File: src/oag_pkg.sv
package oag_pkg;
	// addressing modes presented by the decoder
	typedef enum logic [2:0] {
		OAG_M_REG = 3'b000,
		OAG_M_IND = 3'b001,
		OAG_M_IOFF = 3'b010,
		OAG_M_DIR = 3'b011,
		OAG_M_IMM = 3'b100,
		OAG_M_BIT = 3'b101,
		OAG_M_BRS = 3'b110,
		OAG_M_BRL = 3'b111
	} oag_mode_t;
	// operand sizes
	typedef enum logic [1:0] {
		OAG_SZ_B = 2'b00,
		OAG_SZ_W = 2'b01,
		OAG_SZ_D = 2'b10
	} oag_size_t;
	// immediate widths
	typedef enum logic [1:0] {
		OAG_I4 = 2'b00,
		OAG_I5 = 2'b01,
		OAG_I8 = 2'b10,
		OAG_I16 = 2'b11
	} oag_imm_t;
	// result spaces
	typedef enum logic [1:0] {
		OAG_SP_REGF = 2'b00,
		OAG_SP_DATA = 2'b01,
		OAG_SP_SFR = 2'b10,
		OAG_SP_CODE = 2'b11
	} oag_space_t;
	// register map (byte addresses)
	localparam logic [11:0] OAG_A_CTRL = 12'h000;
	localparam logic [11:0] OAG_A_DSEG = 12'h004;
	localparam logic [11:0] OAG_A_ESEG = 12'h008;
	localparam logic [11:0] OAG_A_CSEG = 12'h00c;
	localparam logic [11:0] OAG_A_SSEL = 12'h010;
	localparam logic [11:0] OAG_A_STAT = 12'h014;
	localparam logic [11:0] OAG_A_PTR0 = 12'h020;
	localparam int OAG_PTR_N = 8;
	localparam int OAG_CTRL_PZ = 0;
	// address space constants
	localparam logic [15:0] OAG_SFR_BASE = 16'h0400;
	localparam logic [15:0] OAG_BIT_DBASE = 16'h0020;
	localparam logic [9:0] OAG_BIT_RF_TOP = 10'h0ff;
	localparam logic [9:0] OAG_BIT_DM_TOP = 10'h1ff;
	localparam logic [7:0] OAG_REGF_BYTES = 8'h20;
	localparam logic [1:0] OAG_RESP_OK = 2'b00;
	localparam logic [1:0] OAG_RESP_SLV = 2'b10;
endpackage

File: src/oag_ptr_mem.sv
// eight pointer words, registered read port, one write port
module oag_ptr_mem #(
	parameter int N = 8,
	parameter int W = 16
) (
	input wire logic aclk,
	input wire logic aresetn,
	input wire logic we,
	input wire logic [$clog2(N)-1:0] waddr,
	input wire logic [W-1:0] wdata,
	input wire logic [$clog2(N)-1:0] raddr,
	output logic [W-1:0] rdata
);
	logic [W-1:0] mem_r [N];
	// storage; reset clears so a first read is defined
	always_ff @(posedge aclk) begin
		if (!aresetn) begin
			for (int i = 0; i < N; i++) mem_r[i] <= '0;
		end else if (we) begin
			mem_r[waddr] <= wdata;
		end
	end
	// registered read
	always_ff @(posedge aclk) begin
		if (!aresetn) rdata <= '0;
		else rdata <= mem_r[raddr];
	end
endmodule

File: src/oag_axil_slave.sv
// minimal axi4-lite slave: accepts aw and w in either order
module oag_axil_slave (
	input wire logic aclk,
	input wire logic aresetn,
	input wire logic [11:0] s_awaddr,
	input wire logic s_awvalid,
	output logic s_awready,
	input wire logic [31:0] s_wdata,
	input wire logic [3:0] s_wstrb,
	input wire logic s_wvalid,
	output logic s_wready,
	output logic [1:0] s_bresp,
	output logic s_bvalid,
	input wire logic s_bready,
	input wire logic [11:0] s_araddr,
	input wire logic s_arvalid,
	output logic s_arready,
	output logic [31:0] s_rdata,
	output logic [1:0] s_rresp,
	output logic s_rvalid,
	input wire logic s_rready,
	output logic wr_en,
	output logic [11:0] wr_addr,
	output logic [31:0] wr_data,
	output logic [3:0] wr_strb,
	input wire logic wr_ok,
	output logic [11:0] rd_addr,
	input wire logic [31:0] rd_data,
	input wire logic rd_ok
);
	import oag_pkg::*;
	logic aw_held_r, w_held_r;
	logic [11:0] awaddr_r;
	logic [31:0] wdata_r;
	logic [3:0] wstrb_r;
	wire aw_take = s_awvalid && s_awready;
	wire w_take = s_wvalid && s_wready;
	wire both = (aw_held_r || aw_take) && (w_held_r || w_take);
	assign wr_en = both && !s_bvalid;
	assign wr_addr = aw_held_r ? awaddr_r : s_awaddr;
	assign wr_data = w_held_r ? wdata_r : s_wdata;
	assign wr_strb = w_held_r ? wstrb_r : s_wstrb;
	assign s_awready = !aw_held_r && !s_bvalid;
	assign s_wready = !w_held_r && !s_bvalid;
	assign s_arready = !s_rvalid;
	assign rd_addr = s_araddr;
	// write channel holding and response; back to back is stalled by bvalid
	always_ff @(posedge aclk) begin
		if (!aresetn) begin
			aw_held_r <= 1'b0;
			w_held_r <= 1'b0;
			awaddr_r <= '0;
			wdata_r <= '0;
			wstrb_r <= '0;
			s_bvalid <= 1'b0;
			s_bresp <= OAG_RESP_OK;
		end else begin
			if (wr_en) begin
				aw_held_r <= 1'b0;
				w_held_r <= 1'b0;
				s_bvalid <= 1'b1;
				s_bresp <= wr_ok ? OAG_RESP_OK : OAG_RESP_SLV;
			end else begin
				if (aw_take) aw_held_r <= 1'b1;
				if (w_take) w_held_r <= 1'b1;
				if (s_bvalid && s_bready) s_bvalid <= 1'b0;
			end
			if (aw_take) awaddr_r <= s_awaddr;
			if (w_take) wdata_r <= s_wdata;
			if (w_take) wstrb_r <= s_wstrb;
		end
	end
	// read channel: one cycle after the address is taken
	always_ff @(posedge aclk) begin
		if (!aresetn) begin
			s_rvalid <= 1'b0;
			s_rdata <= '0;
			s_rresp <= OAG_RESP_OK;
		end else if (s_arvalid && s_arready) begin
			s_rvalid <= 1'b1;
			s_rdata <= rd_ok ? rd_data : 32'h0000_0000;
			s_rresp <= rd_ok ? OAG_RESP_OK : OAG_RESP_SLV;
		end else if (s_rvalid && s_rready) begin
			s_rvalid <= 1'b0;
		end
	end
endmodule

File: src/oag_top.sv
////////////////////////////////////////////////////////////////////////////
// Notes on behaviour
// register file reached as byte, word, dword or bit; upper 8 words not bytes.
// indirect address comes from one of eight pointer registers.
// ssel bit per pointer picks data or extra segment, pc or code seg.
// odd word address is forced even by clearing bit 0.
// indirect with offset add_short_op signed 8 or 16 bit displacement to pointer.
// direct uses 10-bit field, low 1K, always data segment.
// upper-half direct values select sfr space 400h to 7FFh.
// immediates 4/5, 8, 16 bit; short 4-bit ones sign extend.
// bit field decodes to register file, data memory or sfr bits.
// data bits map to bytes 20-3Fh, sfr bits to 400-43Fh.
// branch, jump and call targets are always even.
// short displacement is signed word count doubled to 9-bit bytes.
// long displacement is signed word count doubled to 17-bit bytes.
// relative base is address of the following instruction.
// an odd following address is forced even before the add.
// bcd is byte sized only; negatives are two's complement.
// double word occupies two contiguous words.
// effective address is segment byte over 16-bit offset.
// page zero mode applies no segment, 16-bit addresses only.
// pointer plus displacement wraps within the 64K segment.
// word access to data or sfr ignores address bit 0.
//
// Chosen here: the AXI4-Lite slave port and the register addresses.
module oag_top (
	input wire logic aclk,
	input wire logic aresetn,
	input wire logic [11:0] s_awaddr,
	input wire logic s_awvalid,
	output logic s_awready,
	input wire logic [31:0] s_wdata,
	input wire logic [3:0] s_wstrb,
	input wire logic s_wvalid,
	output logic s_wready,
	output logic [1:0] s_bresp,
	output logic s_bvalid,
	input wire logic s_bready,
	input wire logic [11:0] s_araddr,
	input wire logic s_arvalid,
	output logic s_arready,
	output logic [31:0] s_rdata,
	output logic [1:0] s_rresp,
	output logic s_rvalid,
	input wire logic s_rready,
	input wire logic req_valid,
	input wire oag_pkg::oag_mode_t req_mode,
	input wire oag_pkg::oag_size_t req_size,
	input wire logic req_code,
	input wire logic [3:0] req_reg,
	input wire logic [15:0] req_field,
	input wire logic req_off16,
	input wire oag_pkg::oag_imm_t req_imm_w,
	input wire logic [23:0] req_pc_next,
	output logic res_valid,
	output logic [23:0] res_addr,
	output oag_pkg::oag_space_t res_space,
	output logic [2:0] res_bit,
	output logic [15:0] res_imm,
	output logic res_err
);
	import oag_pkg::*;
	////////////////////////////////////////////////////////////////////////
	// register file
	logic [7:0] dseg_r, eseg_r, cseg_r, ssel_r;
	logic pz_r;
	logic [7:0] err_cnt_r;
	logic wr_en, wr_ok, rd_ok;
	logic [11:0] wr_addr, rd_addr;
	logic [31:0] wr_data, rd_data;
	logic [3:0] wr_strb;
	logic [15:0] ptr_q;
	wire wr_ptr = wr_addr[11:5] == OAG_A_PTR0[11:5];
	wire rd_ptr = rd_addr[11:5] == OAG_A_PTR0[11:5];
	wire wr_ctl = wr_addr == OAG_A_CTRL;
	wire wr_ds = wr_addr == OAG_A_DSEG;
	wire wr_es = wr_addr == OAG_A_ESEG;
	wire wr_cs = wr_addr == OAG_A_CSEG;
	wire wr_ss = wr_addr == OAG_A_SSEL;
	assign wr_ok = wr_ctl || wr_ds || wr_es || wr_cs || wr_ss || wr_ptr;
	// pointer words read back through the same memory only for the core
	assign rd_ok = rd_addr == OAG_A_CTRL || rd_addr == OAG_A_DSEG ||
		rd_addr == OAG_A_ESEG || rd_addr == OAG_A_CSEG ||
		rd_addr == OAG_A_SSEL || rd_addr == OAG_A_STAT;
	assign rd_data = rd_addr == OAG_A_CTRL ? {31'h0, pz_r} :
		rd_addr == OAG_A_DSEG ? {24'h0, dseg_r} :
		rd_addr == OAG_A_ESEG ? {24'h0, eseg_r} :
		rd_addr == OAG_A_CSEG ? {24'h0, cseg_r} :
		rd_addr == OAG_A_SSEL ? {24'h0, ssel_r} :
		rd_addr == OAG_A_STAT ? {24'h0, err_cnt_r} : 32'h0;

	oag_axil_slave u_bus (
		.aclk(aclk), .aresetn(aresetn),
		.s_awaddr(s_awaddr), .s_awvalid(s_awvalid), .s_awready(s_awready),
		.s_wdata(s_wdata), .s_wstrb(s_wstrb), .s_wvalid(s_wvalid),
		.s_wready(s_wready), .s_bresp(s_bresp), .s_bvalid(s_bvalid),
		.s_bready(s_bready), .s_araddr(s_araddr), .s_arvalid(s_arvalid),
		.s_arready(s_arready), .s_rdata(s_rdata), .s_rresp(s_rresp),
		.s_rvalid(s_rvalid), .s_rready(s_rready),
		.wr_en(wr_en), .wr_addr(wr_addr), .wr_data(wr_data),
		.wr_strb(wr_strb), .wr_ok(wr_ok), .rd_addr(rd_addr),
		.rd_data(rd_data), .rd_ok(rd_ok)
	);

	// control registers; only byte lane 0 carries data
	always_ff @(posedge aclk) begin
		if (!aresetn) begin
			dseg_r <= 8'h00;
			eseg_r <= 8'h00;
			cseg_r <= 8'h00;
			ssel_r <= 8'h00;
			pz_r <= 1'b0;
		end else if (wr_en && wr_strb[0]) begin
			if (wr_ds) dseg_r <= wr_data[7:0];
			if (wr_es) eseg_r <= wr_data[7:0];
			if (wr_cs) cseg_r <= wr_data[7:0];
			if (wr_ss) ssel_r <= wr_data[7:0];
			if (wr_ctl) pz_r <= wr_data[OAG_CTRL_PZ];
		end
	end

	// pointer select is taken one cycle early so registered read lines up
	wire ptr_we = wr_en && wr_ptr && (&wr_strb[1:0]);
	oag_ptr_mem #(.N(OAG_PTR_N), .W(16)) u_ptr (
		.aclk(aclk), .aresetn(aresetn),
		.we(ptr_we), .waddr(wr_addr[4:2]), .wdata(wr_data[15:0]),
		.raddr(req_reg[2:0]), .rdata(ptr_q)
	);

	////////////////////////////////////////////////////////////////////////
	// request stage 1: hold request while the pointer read completes
	logic s1_v_r;
	oag_mode_t s1_mode_r;
	oag_size_t s1_size_r;
	logic s1_code_r, s1_off16_r;
	logic [3:0] s1_reg_r;
	logic [15:0] s1_field_r;
	oag_imm_t s1_imm_r;
	logic [23:0] s1_pc_r;
	always_ff @(posedge aclk) begin
		if (!aresetn) begin
			s1_v_r <= 1'b0;
			s1_mode_r <= OAG_M_REG;
			s1_size_r <= OAG_SZ_B;
			s1_code_r <= 1'b0;
			s1_off16_r <= 1'b0;
			s1_reg_r <= 4'h0;
			s1_field_r <= 16'h0000;
			s1_imm_r <= OAG_I4;
			s1_pc_r <= 24'h000000;
		end else begin
			s1_v_r <= req_valid;
			s1_mode_r <= req_mode;
			s1_size_r <= req_size;
			s1_code_r <= req_code;
			s1_off16_r <= req_off16;
			s1_reg_r <= req_reg;
			s1_field_r <= req_field;
			s1_imm_r <= req_imm_w;
			s1_pc_r <= req_pc_next;
		end
	end

	////////////////////////////////////////////////////////////////////////
	// address formation
	// segment select
	wire sel_bit = ssel_r[s1_reg_r[2:0]];
	wire [7:0] seg_ind = s1_code_r ? (sel_bit ? cseg_r : s1_pc_r[23:16])
		: (sel_bit ? eseg_r : dseg_r);
	// signed displacement
	wire [15:0] disp = s1_off16_r ? s1_field_r :
		{{8{s1_field_r[7]}}, s1_field_r[7:0]};
	// 16-bit wrap, no carry out
	wire [15:0] ind_sum = ptr_q + disp;
	// plain indirect uses pointer
	wire [15:0] ind_off = s1_mode_r == OAG_M_IOFF ? ind_sum : ptr_q;
	// direct field upper half is sfr
	wire dir_sfr = s1_field_r[10];
	wire [15:0] dir_off = {6'h00, s1_field_r[9:0]} |
		(dir_sfr ? OAG_SFR_BASE : 16'h0000);
	// bit space decode
	wire [9:0] bfield = s1_field_r[9:0];
	wire bit_rf = bfield <= OAG_BIT_RF_TOP;
	wire bit_dm = !bit_rf && bfield <= OAG_BIT_DM_TOP;
	// byte of the addressed bit
	wire [15:0] bit_off = bit_rf ? {11'h000, bfield[7:3]} :
		bit_dm ? OAG_BIT_DBASE + {11'h000, bfield[7:3]} :
		OAG_SFR_BASE + {10'h000, bfield[8:3]};
	// following address forced even
	wire [23:0] pc_even = {s1_pc_r[23:1], 1'b0};
	// short disp doubled to 9 bits
	wire [16:0] bdisp_s = {{8{s1_field_r[7]}}, s1_field_r[7:0], 1'b0};
	// long disp doubled to 17 bits
	wire [16:0] bdisp_l = {s1_field_r, 1'b0};
	wire [16:0] bdisp = s1_mode_r == OAG_M_BRS ? bdisp_s : bdisp_l;
	// branch target stays within the 64K code page
	wire [15:0] br_sum = pc_even[15:0] + bdisp[15:0];
	// target always even
	wire [23:0] br_tgt = {pc_even[23:16], br_sum[15:1], 1'b0};
	// immediate selection and sign extension of the 4-bit form
	wire [15:0] imm4 = {{12{s1_field_r[3]}}, s1_field_r[3:0]};
	wire [15:0] imm4s = s1_size_r == OAG_SZ_B ? {8'h00, imm4[7:0]} : imm4;
	wire [15:0] imm_v = s1_imm_r == OAG_I4 ? imm4s :
		s1_imm_r == OAG_I5 ? {11'h000, s1_field_r[4:0]} :
		s1_imm_r == OAG_I8 ? {8'h00, s1_field_r[7:0]} : s1_field_r;
	// byte access to upper eight word registers is refused
	wire reg_err = s1_mode_r == OAG_M_REG && s1_size_r == OAG_SZ_B &&
		s1_reg_r[3];
	// operand size tag, dword needs even register
	wire dw_err = s1_mode_r == OAG_M_REG && s1_size_r == OAG_SZ_D &&
		s1_reg_r[0];
	wire sz_err = s1_size_r == 2'b11;

	logic [15:0] off_raw;
	logic [7:0] seg_sel;
	oag_space_t space_sel;
	// mode mux
	always_comb begin
		off_raw = 16'h0000;
		seg_sel = dseg_r;
		space_sel = OAG_SP_DATA;
		unique case (s1_mode_r)
			OAG_M_REG: begin
				// dword as two words at word address
				off_raw = {11'h000, s1_reg_r, 1'b0};
				space_sel = OAG_SP_REGF;
			end
			OAG_M_IND, OAG_M_IOFF: begin
				off_raw = ind_off;
				seg_sel = seg_ind;
				space_sel = s1_code_r ? OAG_SP_CODE : OAG_SP_DATA;
			end
			OAG_M_DIR: begin
				off_raw = dir_off;
				space_sel = dir_sfr ? OAG_SP_SFR : OAG_SP_DATA;
			end
			OAG_M_IMM: begin
				space_sel = OAG_SP_REGF;
			end
			OAG_M_BIT: begin
				off_raw = bit_off;
				space_sel = bit_rf ? OAG_SP_REGF :
					bit_dm ? OAG_SP_DATA : OAG_SP_SFR;
			end
			OAG_M_BRS, OAG_M_BRL: begin
				off_raw = br_tgt[15:0];
				seg_sel = br_tgt[23:16];
				space_sel = OAG_SP_CODE;
			end
		endcase
	end
	// word and dword drop bit 0 except for the bit form
	wire force_even = s1_size_r != OAG_SZ_B && s1_mode_r != OAG_M_BIT;
	wire [15:0] off_fin = {off_raw[15:1], off_raw[0] & !force_even};
	// sfr and register space carry no segment
	wire seg_none = space_sel == OAG_SP_SFR || space_sel == OAG_SP_REGF;
	// segment above offset unless page zero
	wire [23:0] ea = {(pz_r || seg_none) ? 8'h00 : seg_sel, off_fin};

	// result registers
	always_ff @(posedge aclk) begin
		if (!aresetn) begin
			res_valid <= 1'b0;
			res_addr <= 24'h000000;
			res_space <= OAG_SP_REGF;
			res_bit <= 3'h0;
			res_imm <= 16'h0000;
			res_err <= 1'b0;
		end else begin
			res_valid <= s1_v_r;
			res_addr <= ea;
			res_space <= space_sel;
			res_bit <= bfield[2:0];
			res_imm <= imm_v;
			res_err <= s1_v_r && (reg_err || dw_err || sz_err);
		end
	end
	// error counter for software visibility
	always_ff @(posedge aclk) begin
		if (!aresetn) err_cnt_r <= 8'h00;
		else if (s1_v_r && (reg_err || dw_err || sz_err) && ~&err_cnt_r)
			err_cnt_r <= err_cnt_r + 8'h01;
	end

	////////////////////////////////////////////////////////////////////////
	// checks
	property p_pz;
		@(posedge aclk) disable iff (!aresetn)
		res_valid && $past(pz_r) |-> res_addr[23:16] == 8'h00;
	endproperty
	a_pz: assert property (p_pz) else $error("page zero seg");
	property p_even_br;
		@(posedge aclk) disable iff (!aresetn)
		res_valid && res_space == OAG_SP_CODE &&
		$past(s1_mode_r == OAG_M_BRS || s1_mode_r == OAG_M_BRL)
		|-> !res_addr[0];
	endproperty
	a_even_br: assert property (p_even_br) else $error("odd target");
	property p_lat;
		@(posedge aclk) disable iff (!aresetn)
		req_valid |-> ##2 res_valid;
	endproperty
	a_lat: assert property (p_lat) else $error("result latency"); // result two cycles after each request
	property p_word_even;
		@(posedge aclk) disable iff (!aresetn)
		s1_v_r && force_even |=> !res_addr[0];
	endproperty
	a_word_even: assert property (p_word_even) else $error("odd word");
	property p_sfr;
		@(posedge aclk) disable iff (!aresetn)
		s1_v_r && s1_mode_r == OAG_M_DIR && dir_sfr |=>
		res_space == OAG_SP_SFR && res_addr[15:10] == 6'h01;
	endproperty
	a_sfr: assert property (p_sfr) else $error("sfr decode");
	property p_bitdm;
		@(posedge aclk) disable iff (!aresetn)
		s1_v_r && s1_mode_r == OAG_M_BIT && bit_dm |=>
		res_addr[15:0] >= 16'h0020 && res_addr[15:0] <= 16'h003f;
	endproperty
	a_bitdm: assert property (p_bitdm) else $error("bit data map");
	property p_byte_reg;
		@(posedge aclk) disable iff (!aresetn)
		s1_v_r && reg_err |=> res_err;
	endproperty
	a_byte_reg: assert property (p_byte_reg) else $error("byte reg");
	property p_dir_ds;
		@(posedge aclk) disable iff (!aresetn)
		s1_v_r && s1_mode_r == OAG_M_DIR && !dir_sfr && !pz_r |=>
		res_addr[23:16] == $past(dseg_r);
	endproperty
	a_dir_ds: assert property (p_dir_ds) else $error("direct seg");
	c_br: cover property (@(posedge aclk) res_valid && res_space == OAG_SP_CODE);
	c_sfr: cover property (@(posedge aclk) res_valid && res_space == OAG_SP_SFR);
	c_err: cover property (@(posedge aclk) res_err);
endmodule

File: config.mk
export PLATFORM = sky130hd
export DESIGN_NAME = oag_top
export DESIGN_NICKNAME = d
export VERILOG_FILES = /design/src/oag_pkg.sv /design/src/oag_ptr_mem.sv /design/src/oag_axil_slave.sv /design/src/oag_top.sv
export SDC_FILE = /design/constraint.sdc
export NUM_CORES = 1
export LEC_CHECK = 0
export ABC_AREA = 1
export BUFFER_PORTS_ARGS = -buffer_cell sky130_fd_sc_hd__buf_2
export CORE_AREA = 3 3 243 197
export CTS_BUF_LIST = sky130_fd_sc_hd__clkbuf_8
export CTS_CLUSTER_SIZE = 8
export DETAILED_ROUTE_END_ITERATION = 12
export DIE_AREA = 0 0 246 200
export PLACE_DENSITY = 0.61
export SKIP_CTS_REPAIR_TIMING = 1
export SYNTH_ARGS = -nofsm -noshare
export SYNTH_HDL_FRONTEND = slang
export SYNTH_SLANG_ARGS = --single-unit
File: constraint.sdc
create_clock -name aclk -period 2.95 [get_ports aclk]
set_input_delay 0.295 -clock aclk [delete_from_list [all_inputs] [get_ports aclk]]
set_output_delay 0.295 -clock aclk [all_outputs]
set_load 0.01 [all_outputs]
* Word-level counts from Yosys, hierarchy flattened
Memories as Yosys holds them, arrays and structs flattened. A register that Yosys moved wholly into a read port is not among the register bits.
Cells that the tools add are included.
** Storage, ports and cells
- Bits in registers :: 212
- RAM bits :: 128
- Input bits :: 121
- Output and inout port bits :: 88
- Word-level logic and storage cells :: 178
- Memories kept :: 1
** Memory list
- u_ptr.mem_r :: depth 8, width 16, rd ports 1, clocked after Yosys merged registers in 1, wr ports 8, line oag_ptr_mem.sv:14 : logic [W-1:0] mem_r [N];
** Operators by class
- Add/sub/neg operators :: 5
- Magnitude comparators :: 3
- Equality and inequality tests :: 23
- Muxes and demuxes :: 45
- Bitwise logic cells :: 3
- Reductions and logical operators :: 66
** Operator list (number)
- two-way mux 16 bit :: 9
- two-way mux 8 bit :: 10
- case mux 16 bit (5 select lines) :: 1
- equality test 12 x 4 -> 1 bit (second input constant) :: 4
- equality test 12 x 5 -> 1 bit (second input constant) :: 3
- two-way mux 12 bit :: 3
- adder 16 bit :: 2
- equality test 12 x 3 -> 1 bit (second input constant) :: 2
- logical NOT 12 bit :: 2
- logical AND 1 bit :: 20
- logical OR 1 bit :: 16
- case mux 8 bit (2 select lines) :: 1
- OR reduction 16 bit :: 1
- two-way mux 2 bit :: 7
- adder 11 x 6 -> 12 bit (first input constant) :: 1
- equality test 3 bit (second input constant) :: 4
- AND reduction 2 bit :: 6
- two-way mux 11 bit :: 1
- bitwise OR 10 x 11 -> 11 bit :: 1
- less-or-equal comparator 10 x 8 -> 1 bit (second input constant) :: 1
- less-or-equal comparator 10 x 9 -> 1 bit (second input constant) :: 1
- two-way mux 1 bit :: 10
- case mux 2 bit (5 select lines) :: 1
- OR reduction 2 bit :: 5
- 18 further kinds :: 33

* Longest topological paths before layout
Gate-level depths: netlist of the first run.
- Word-level depth :: 13
- Gate-level depth with buffers :: 16
- Gate-level depth less buffers :: 16

* Hierarchy
Synthesis of the first run repeated with hierarchy kept, for this count alone.
** Unflattened totals
- Cell total of the unflattened synthesis :: 2412
- Area total of the unflattened synthesis :: 18401.4 um^2
** By module, submodules not included
- oag_top :: instances 1, cells an instance 1210, area each 7970.1 um^2, sequential area each 2762.6 um^2
- oag_ptr_mem :: instances 1, cells an instance 751, area each 6683.9 um^2, sequential area each 4164.0 um^2
- oag_axil_slave :: instances 1, cells an instance 451, area each 3747.3 um^2, sequential area each 1721.7 um^2

* Worst setup path after synthesis of the first run
No wires, ideal clock.
- Kind :: reg-to-reg
- Start :: register u_bus.s_bvalid
- End :: memory u_ptr.mem_r[0][0], enable pin
- Library setup time :: 372 ps
- Arrival :: 2062 ps
- Required time :: 2578 ps
- Setup slack :: 516 ps
- Cell stages (with the launch flop) :: 13
- Path buffers :: 1
- Period minus slack after synthesis :: 2434 ps
- Cells stage by stage :: dfxtp_1 > nor2_2 > nand2_2 > clkinv_2 > nor2_1 > nor2_2 > nand2_2 > nor2_8 > nand2_4 > nor2_8 > nand2_4 > buf_6 > nand2_1
** RTL lines
- from (decl) :: line oag_axil_slave.sv:13 : output logic s_bvalid,
- from (signal assigned) :: line oag_axil_slave.sv:55 : s_bvalid <= 1'b0;
- from (signal assigned) :: line oag_axil_slave.sv:61 : s_bvalid <= 1'b1;
- from (signal assigned) :: line oag_axil_slave.sv:66 : if (s_bvalid && s_bready) s_bvalid <= 1'b0;
- to (decl) :: line oag_ptr_mem.sv:14

==> flow_metrics.tcl, run 1 <==
set metrics [dict create \
    status "complete, but fails checks" \
    root_buffer "clkbuf_8" \
    wl_per_cell_um 15.5 \
    clk_pin_slew_ns 0.06 \
    num_rows 70 \
    rsz0062_at_grt "no" \
    final_layout_size_suffix_gt1_frac 0.144 \
    n_fill_cell 4542 \
    die_height_um 200 \
    max_freq_mhz 367 \
    finalClockSkew_ns 0.0241 \
    synth_top_area_frac 0.249 \
    rrSetupSlack_ns 0.22 \
    clk_latency_ns 0.61 \
    layout_commonest_cell "nor2_1" \
    grt_overflow 0 \
    maxSlewHeadroom 0.270 \
    synth_area_leaders "dfxtp_1 (25%), edfxtp_1 (24%), nor2_1 (9.0%)" \
    intPower_mw 7.30 \
    grt_pass1_wl_um 68600 \
    yosysSeqAreaShare 0.491 \
    power.switching_mw 3.05 \
    grtUsageMet3 0.0339 \
    grt_pass1_vias 12949 \
    globalRouteMet1Util 0.257 \
    synthDistinctLibCells 53 \
    crit_chain "nor2_2, nand2_2, inv_2, nor2_1, inv_2, nand2_2, nor2_8, nand2_4, nor2_8, nand2_4, nand2_1, buf_12" \
    ff2ff_path_depth 12 \
    routed_wl_um 45000 \
    maxSlewViolCount 0 \
    cp_max_fo 19 \
    syn_area_um2 15900 \
    dp_hpwl_um 32200 \
    die_w_um 246 \
    synthFlopType "dfxtp_1" \
    vias 14251 \
    startpoint "u_bus.s_bvalid" \
    clk_path_buf_depth 3 \
    antenna_found_initial 2 \
    cts_tree "done" \
    cpMaxStageDelayCell "dfxtp_1" \
    met2_usage 0.258 \
    timing.rr.end "u_ptr.mem_r[1][13]" \
    finalHoldViolations 7 \
    vias_per_cell 4.90 \
    path_class "reg -> reg" \
    cp_num_cells 12 \
    cap_violations 0 \
    min_period_over_period 0.924 \
    fp.dieArea_um2 49200 \
    r2r-start "u_bus.s_bvalid" \
    syn-mean-instance-area_um2 7.93 \
    pwr-share-seq 0.485 \
    io_buffers 163 \
    synth_top_area_cell "dfxtp_1" \
    pwr-share-clk 0.353 \
    pwr-share-comb 0.162 \
    nets 2412 \
    postLayoutCoreUtil 0.418 \
    fin_crit_ns 2.73 \
    cp_slowest_stage_delay_ns 0.38 \
    cp.required_ns 3.28 \
    tightest_slew_ns 1.09 \
    io_pins 209 \
    power_mw 10.4 \
    startpoint_type "flip-flop" \
    power.density_nw_per_um2 543 \
    critPathArrivalTime_ns 3.05 \
    synth_warnings 0 \
    drtAntennaViolNets 0 \
    dr.pass1.iters 5 \
    syn_to_final_growth_pct 19.9 \
    cp-endpoint "u_ptr.mem_r[1][13]" \
    synth_seq_cells 326 \
    antennaDiodeCount 0 \
    endpoint_kind "flip-flop" \
    hold_ws_ns -0.0328 \
    drt_iter0_markers 1081 \
    initial_core_util 0.348 \
    ir_drop_v 0.000376 \
    layout_setup_ws_ns 0.224 \
    place_congestion 0.897 \
    finalSetupViolations 0 \
    place_ws_ns 0.267 \
    path_buf_inv 3 \
    grt_usage 0.174 \
    synth_edf_count 128 \
    swShare 0.295 \
    grt_max_degree 101 \
    drc 0 \
    power.leakage_nw 8.84 \
    numCtsBuffers 52 \
    hold_path_class "in -> reg" \
    violations "negative hold slack" \
    setup_tns_ns 0 \
    syn_inst 2005 \
    synth_async_sr_flop_share 0 \
    fp.coreArea_um2 45600 \
    final_cell_mix "nor2_1 (381), nand2_1 (306), inv_1 (274)" \
    clkSinkCount 326 \
    cts_max_level 2 \
    busiest_layer "met2" \
    crit_family "simple AND/OR/NAND/NOR gates" \
]
==> flip-flops by register name, summed over array words and instances, names as in the netlist, 3 cells and up <==
| register | cells |
|---|---|
| s1_pc_r | 23 |
| err_cnt_r | 8 |
| res_imm | 14 |
| s1_field_r | 16 |
| res_addr | 24 |
| cseg_r | 8 |
| ssel_r | 8 |
| s1_reg_r | 4 |
| s1_mode_r | 3 |
| u_bus.s_rdata | 8 |
| u_bus.awaddr_r | 12 |
| u_ptr.mem_r | 128 |
| u_bus.wdata_r | 16 |
| u_ptr.rdata | 16 |
| dseg_r | 8 |
| eseg_r | 8 |
==> kinds of logic (layout without fill, tap and decap cells) <==
group                    Yosys count  count (layout)  share of synthesized area
other                              1              26                   0.000236
buffers and inverters            365             629                     0.0980
AND/OR/NAND/NOR                  883             883                      0.238
adder cells (fa/ha/maj)           33              33                     0.0269
AO/OA/AOI/OAI                    380             380                      0.136
flip-flops                       326             326                      0.491
multiplexers                       8               8                    0.00504
XOR/XNOR                           9               9                    0.00496
==> power groups by stage <==
stage               Combinational (mW)  Clock (mW)  Sequential, mW
floorplan                         1.05           0            5.08
global placement                  1.55           0            5.11
detailed placement                1.58           0            5.11
CTS                               1.59        3.75            5.02
global route                      1.87        3.96            5.04
finish                            1.68        3.65            5.02
==> Yosys cell counts, types with 2 or more instances <==
| cell | number |
|---|---|
| or2_2 | 14 |
| nand3_1 | 106 |
| o21ai_0 | 163 |
| a31oi_1 | 5 |
| o32ai_1 | 32 |
| buf_4 | 29 |
| nor3_1 | 8 |
| o21ai_1 | 16 |
| nor2_8 | 3 |
| o21a_1 | 11 |
| inv_1 | 251 |
| o211ai_1 | 7 |
| buf_1 | 9 |
| nand2_1 | 306 |
| clkinv_1 | 2 |
| nand2_2 | 3 |
| a221oi_1 | 3 |
| xor2_1 | 7 |
| nor2_2 | 16 |
| buf_6 | 9 |
| inv_2 | 5 |
| xnor2_1 | 2 |
| a21o_1 | 3 |
| dfxtp_1 | 198 |
| nand4_1 | 23 |
| or2_1 | 2 |
| o21bai_1 | 9 |
| nor2_1 | 381 |
| nand2_4 | 9 |
| nand3b_1 | 2 |
| ha_1 | 31 |
| clkbuf_1 | 52 |
| mux2i_1 | 8 |
| nor3_2 | 2 |
| buf_2 | 6 |
| o21ai_2 | 4 |
| o22ai_1 | 10 |
| nor3b_1 | 3 |
| edfxtp_1 | 128 |
| a21oi_1 | 112 |
| fa_1 | 2 |
| nand3_2 | 2 |
==> final cells by class <==
class / count / area, um2 / share of cell area
Sequential cell: 326 / 7810 / 0.410
Multi-Input combinational cell: 1339 / 6630 / 0.348
Timing Repair Buffer: 279 / 1920 / 0.101
Inverter: 260 / 980 / 0.0514
Clock buffer: 56 / 771 / 0.0404
Tap cell: 612 / 766 / 0.0402
Clock inverter: 34 / 189 / 0.00991
==> metal layers <==
metal | routed length, um | vias up
met1 | 21200 | 6605
met5 | 12 | -
li1 | - | 7018
met3 | 3450 | 94
met4 | 1090 | 2
met2 | 19300 | 532
==> metrics by stage <==
stage                     cell area, um2  std cells  hold slack [ns]
after floorplan                    16000       2030            0.393
after global placement             17300       2740            0.441
after detailed placement           17300       2740            0.451
after CTS                          18300       2830           -0.149
after global routing               19100       2906          -0.0228
final                              19100       2906          -0.0328
==> worst min-delay path: stages <==
cell	delay, ns
buf_2	0.09
o21ai_0	0.07
nor2_1	0.07
==> worst min path at each step <==
| stage | depth (start not counted) | to | slack (ns) | from |
|---|---|---|---|---|
| 6_report | 3 | u_bus.wdata_r[11] | -0.03 | s_wdata[11] |
| 3_5_place_dp | 2 | cseg_r[3] | 0.45 | cseg_r[3] |
| 2_1_floorplan | 2 | s1_code_r | 0.39 | req_code |
| 5_1_grt | 3 | u_bus.wdata_r[14] | -0.02 | s_wdata[14] |
| 4_1_cts | 3 | s1_pc_r[23] | -0.15 | req_pc_next[23] |
| 3_3_place_gp | 2 | u_bus.awaddr_r[7] | 0.44 | u_bus.awaddr_r[7] |
No activity file was read; power rests on OpenSTA's default activity.
==> run 2: changes to the inputs <==
- CELL_PAD_IN_SITES_DETAIL_PLACEMENT: unset -> 2
- CELL_PAD_IN_SITES_GLOBAL_PLACEMENT: unset -> 2
- GPL_TIMING_DRIVEN: unset -> 0
- PLACE_DENSITY: 0.61 -> 0.89
==> flow_metrics.tcl, run 2 (synthesized netlist as in run 1, its figures left out) <==
set metrics [dict create \
    num_rows 70 \
    power.density_nw_per_um2 592 \
    wl_per_cell_um 26.8 \
    fin_crit_ns 2.97 \
    antenna_found_initial 5 \
    tightest_slew_ns 1.39 \
    fp.dieArea_um2 49200 \
    cts_tree "done" \
    finalSetupViolations 1 \
    initial_core_util 0.348 \
    grt_pass1_wl_um 103000 \
    status "complete, but fails checks" \
    setup_tns_ns -0.0198 \
    endpoint_kind "flip-flop" \
    ir_drop_v 0.000334 \
    final_layout_size_suffix_gt1_frac 0.149 \
    clk_latency_ns 0.72 \
    clk_path_buf_depth 3 \
    placed_area_um2 17600 \
    numCtsBuffers 55 \
    maxSlewViolCount 0 \
    final_cell_mix "nor2_1 (379), nand2_1 (298), inv_1 (273)" \
    cp_max_fo 10 \
    power.leakage_nw 9.05 \
    critPathArrivalTime_ns 3.53 \
    die_w_um 246 \
    dp_hpwl_um 48600 \
    cap_violations 0 \
    layout_setup_ws_ns -0.0198 \
    power_mw 11.6 \
    clk_pin_slew_ns 0.07 \
    vias_per_cell 5.57 \
    cp.required_ns 3.51 \
    maxSlewHeadroom 0.0699 \
    cts_max_level 2 \
    grt_overflow 0 \
    syn_to_final_growth_pct 23.2 \
    nets 2484 \
    n_fill_cell 5144 \
    grt_pass1_vias 17161 \
    reg_top3 "u_ptr.mem_r (128), res_addr (24), s1_pc_r (23)" \
    finalClockSkew_ns 0.0778 \
    routed_wl_um 80200 \
    place_congestion 0.899 \
    violations "negative hold slack, negative setup slack" \
    grt_max_degree 17 \
    root_buffer "clkbuf_8" \
    io_buffers 162 \
    startpoint_type "flip-flop" \
    drc 0 \
    clkSinkCount 326 \
    dr.pass1.iters 5 \
    rrSetupSlack_ns -0.02 \
    seqCellArea_um2 7810 \
    io_pins 209 \
    drt_iter0_markers 1520 \
    fp.coreArea_um2 45600 \
    vias 16666 \
    layout_commonest_cell "nor2_1" \
    postLayoutCoreUtil 0.429 \
    drtAntennaViolNets 0 \
    hold_path_class "in -> reg" \
    postLayoutCellArea_um2 19600 \
    grt_usage 0.274 \
    multi_input_area_um2 6670 \
    finalHoldViolations 2 \
    max_freq_mhz 337 \
    min_period_over_period 1.01 \
    die_height_um 200 \
    path_class "reg -> reg" \
    dp_cells 2805 \
    top_register "u_ptr.mem_r" \
    largest_reg_flops 128 \
    place_ws_ns -0.220 \
    hold_ws_ns -0.0367 \
    fin_cells 2991 \
]
-- run 2: cell count changes in the layout (fill, tap and decap cells not counted), moves of 4 or more --
cell and change:
buf_1 +9, buf_2 +6, buf_4 -8, buf_6 +9, clkbuf_1 +51, clkbuf_8 +12
clkinv_1 +7, clkinv_2 -4, dlygate4sd3_1 +5, nand2_1 -8, nand2_2 +6
-- run 2: worst paths after layout --
kind,from,endpoint,depth (start not counted)
setup / recovery,s1_reg_r[0],res_addr[20],10
hold / removal,s_awaddr[10],u_bus.awaddr_r[10],3
setup reg to reg,s1_reg_r[0],res_addr[20],10
hold reg to reg,u_bus.awaddr_r[1],u_bus.awaddr_r[1],2
-- run 2: metal layers --
metal | vias to the layer above | GRT usage | routed length (um)
met5 | - | 0 | 40
met2 | 800 | 0.469 | 39600
met3 | 277 | 0.0495 | 5120
li1 | 7185 | - | -
met4 | 6 | 0.115 | 3580
met1 | 8398 | 0.341 | 31800
-- run 2: cell type report --
type | count | area share
multi-input cells | 1339 | 0.341
clock inverters | 36 | 0.0108
flip-flops and latches | 326 | 0.399
diodes | 2 | 0.000256
clock buffers | 68 | 0.0478
inverters | 260 | 0.0500
repair buffers | 244 | 0.0832
well taps | 612 | 0.0391
plain buffers | 104 | 0.0293
-- run 2: worst max-delay path, cell delays in order (launching register included) --
cell,delay (ns)
dfxtp_1,0.41
inv_1,0.20
o21ai_0,0.40
nand3_1,0.42
nand2_1,0.27
clkbuf_1,0.44
nand2_1,0.22
nand3_1,0.13
nand2_1,0.11
nand2_1,0.10
a21oi_1,0.10
-- run 2: where the power goes --
| group | internal, mW | leakage [nW] | switching [mW] |
|---|---|---|---|
| Clock | 2.26 | 0.668 | 2.29 |
| Sequential | 4.89 | 2.95 | 0.165 |
| Combinational | 0.561 | 5.44 | 1.43 |
| Total | 7.72 | 9.05 | 3.88 |
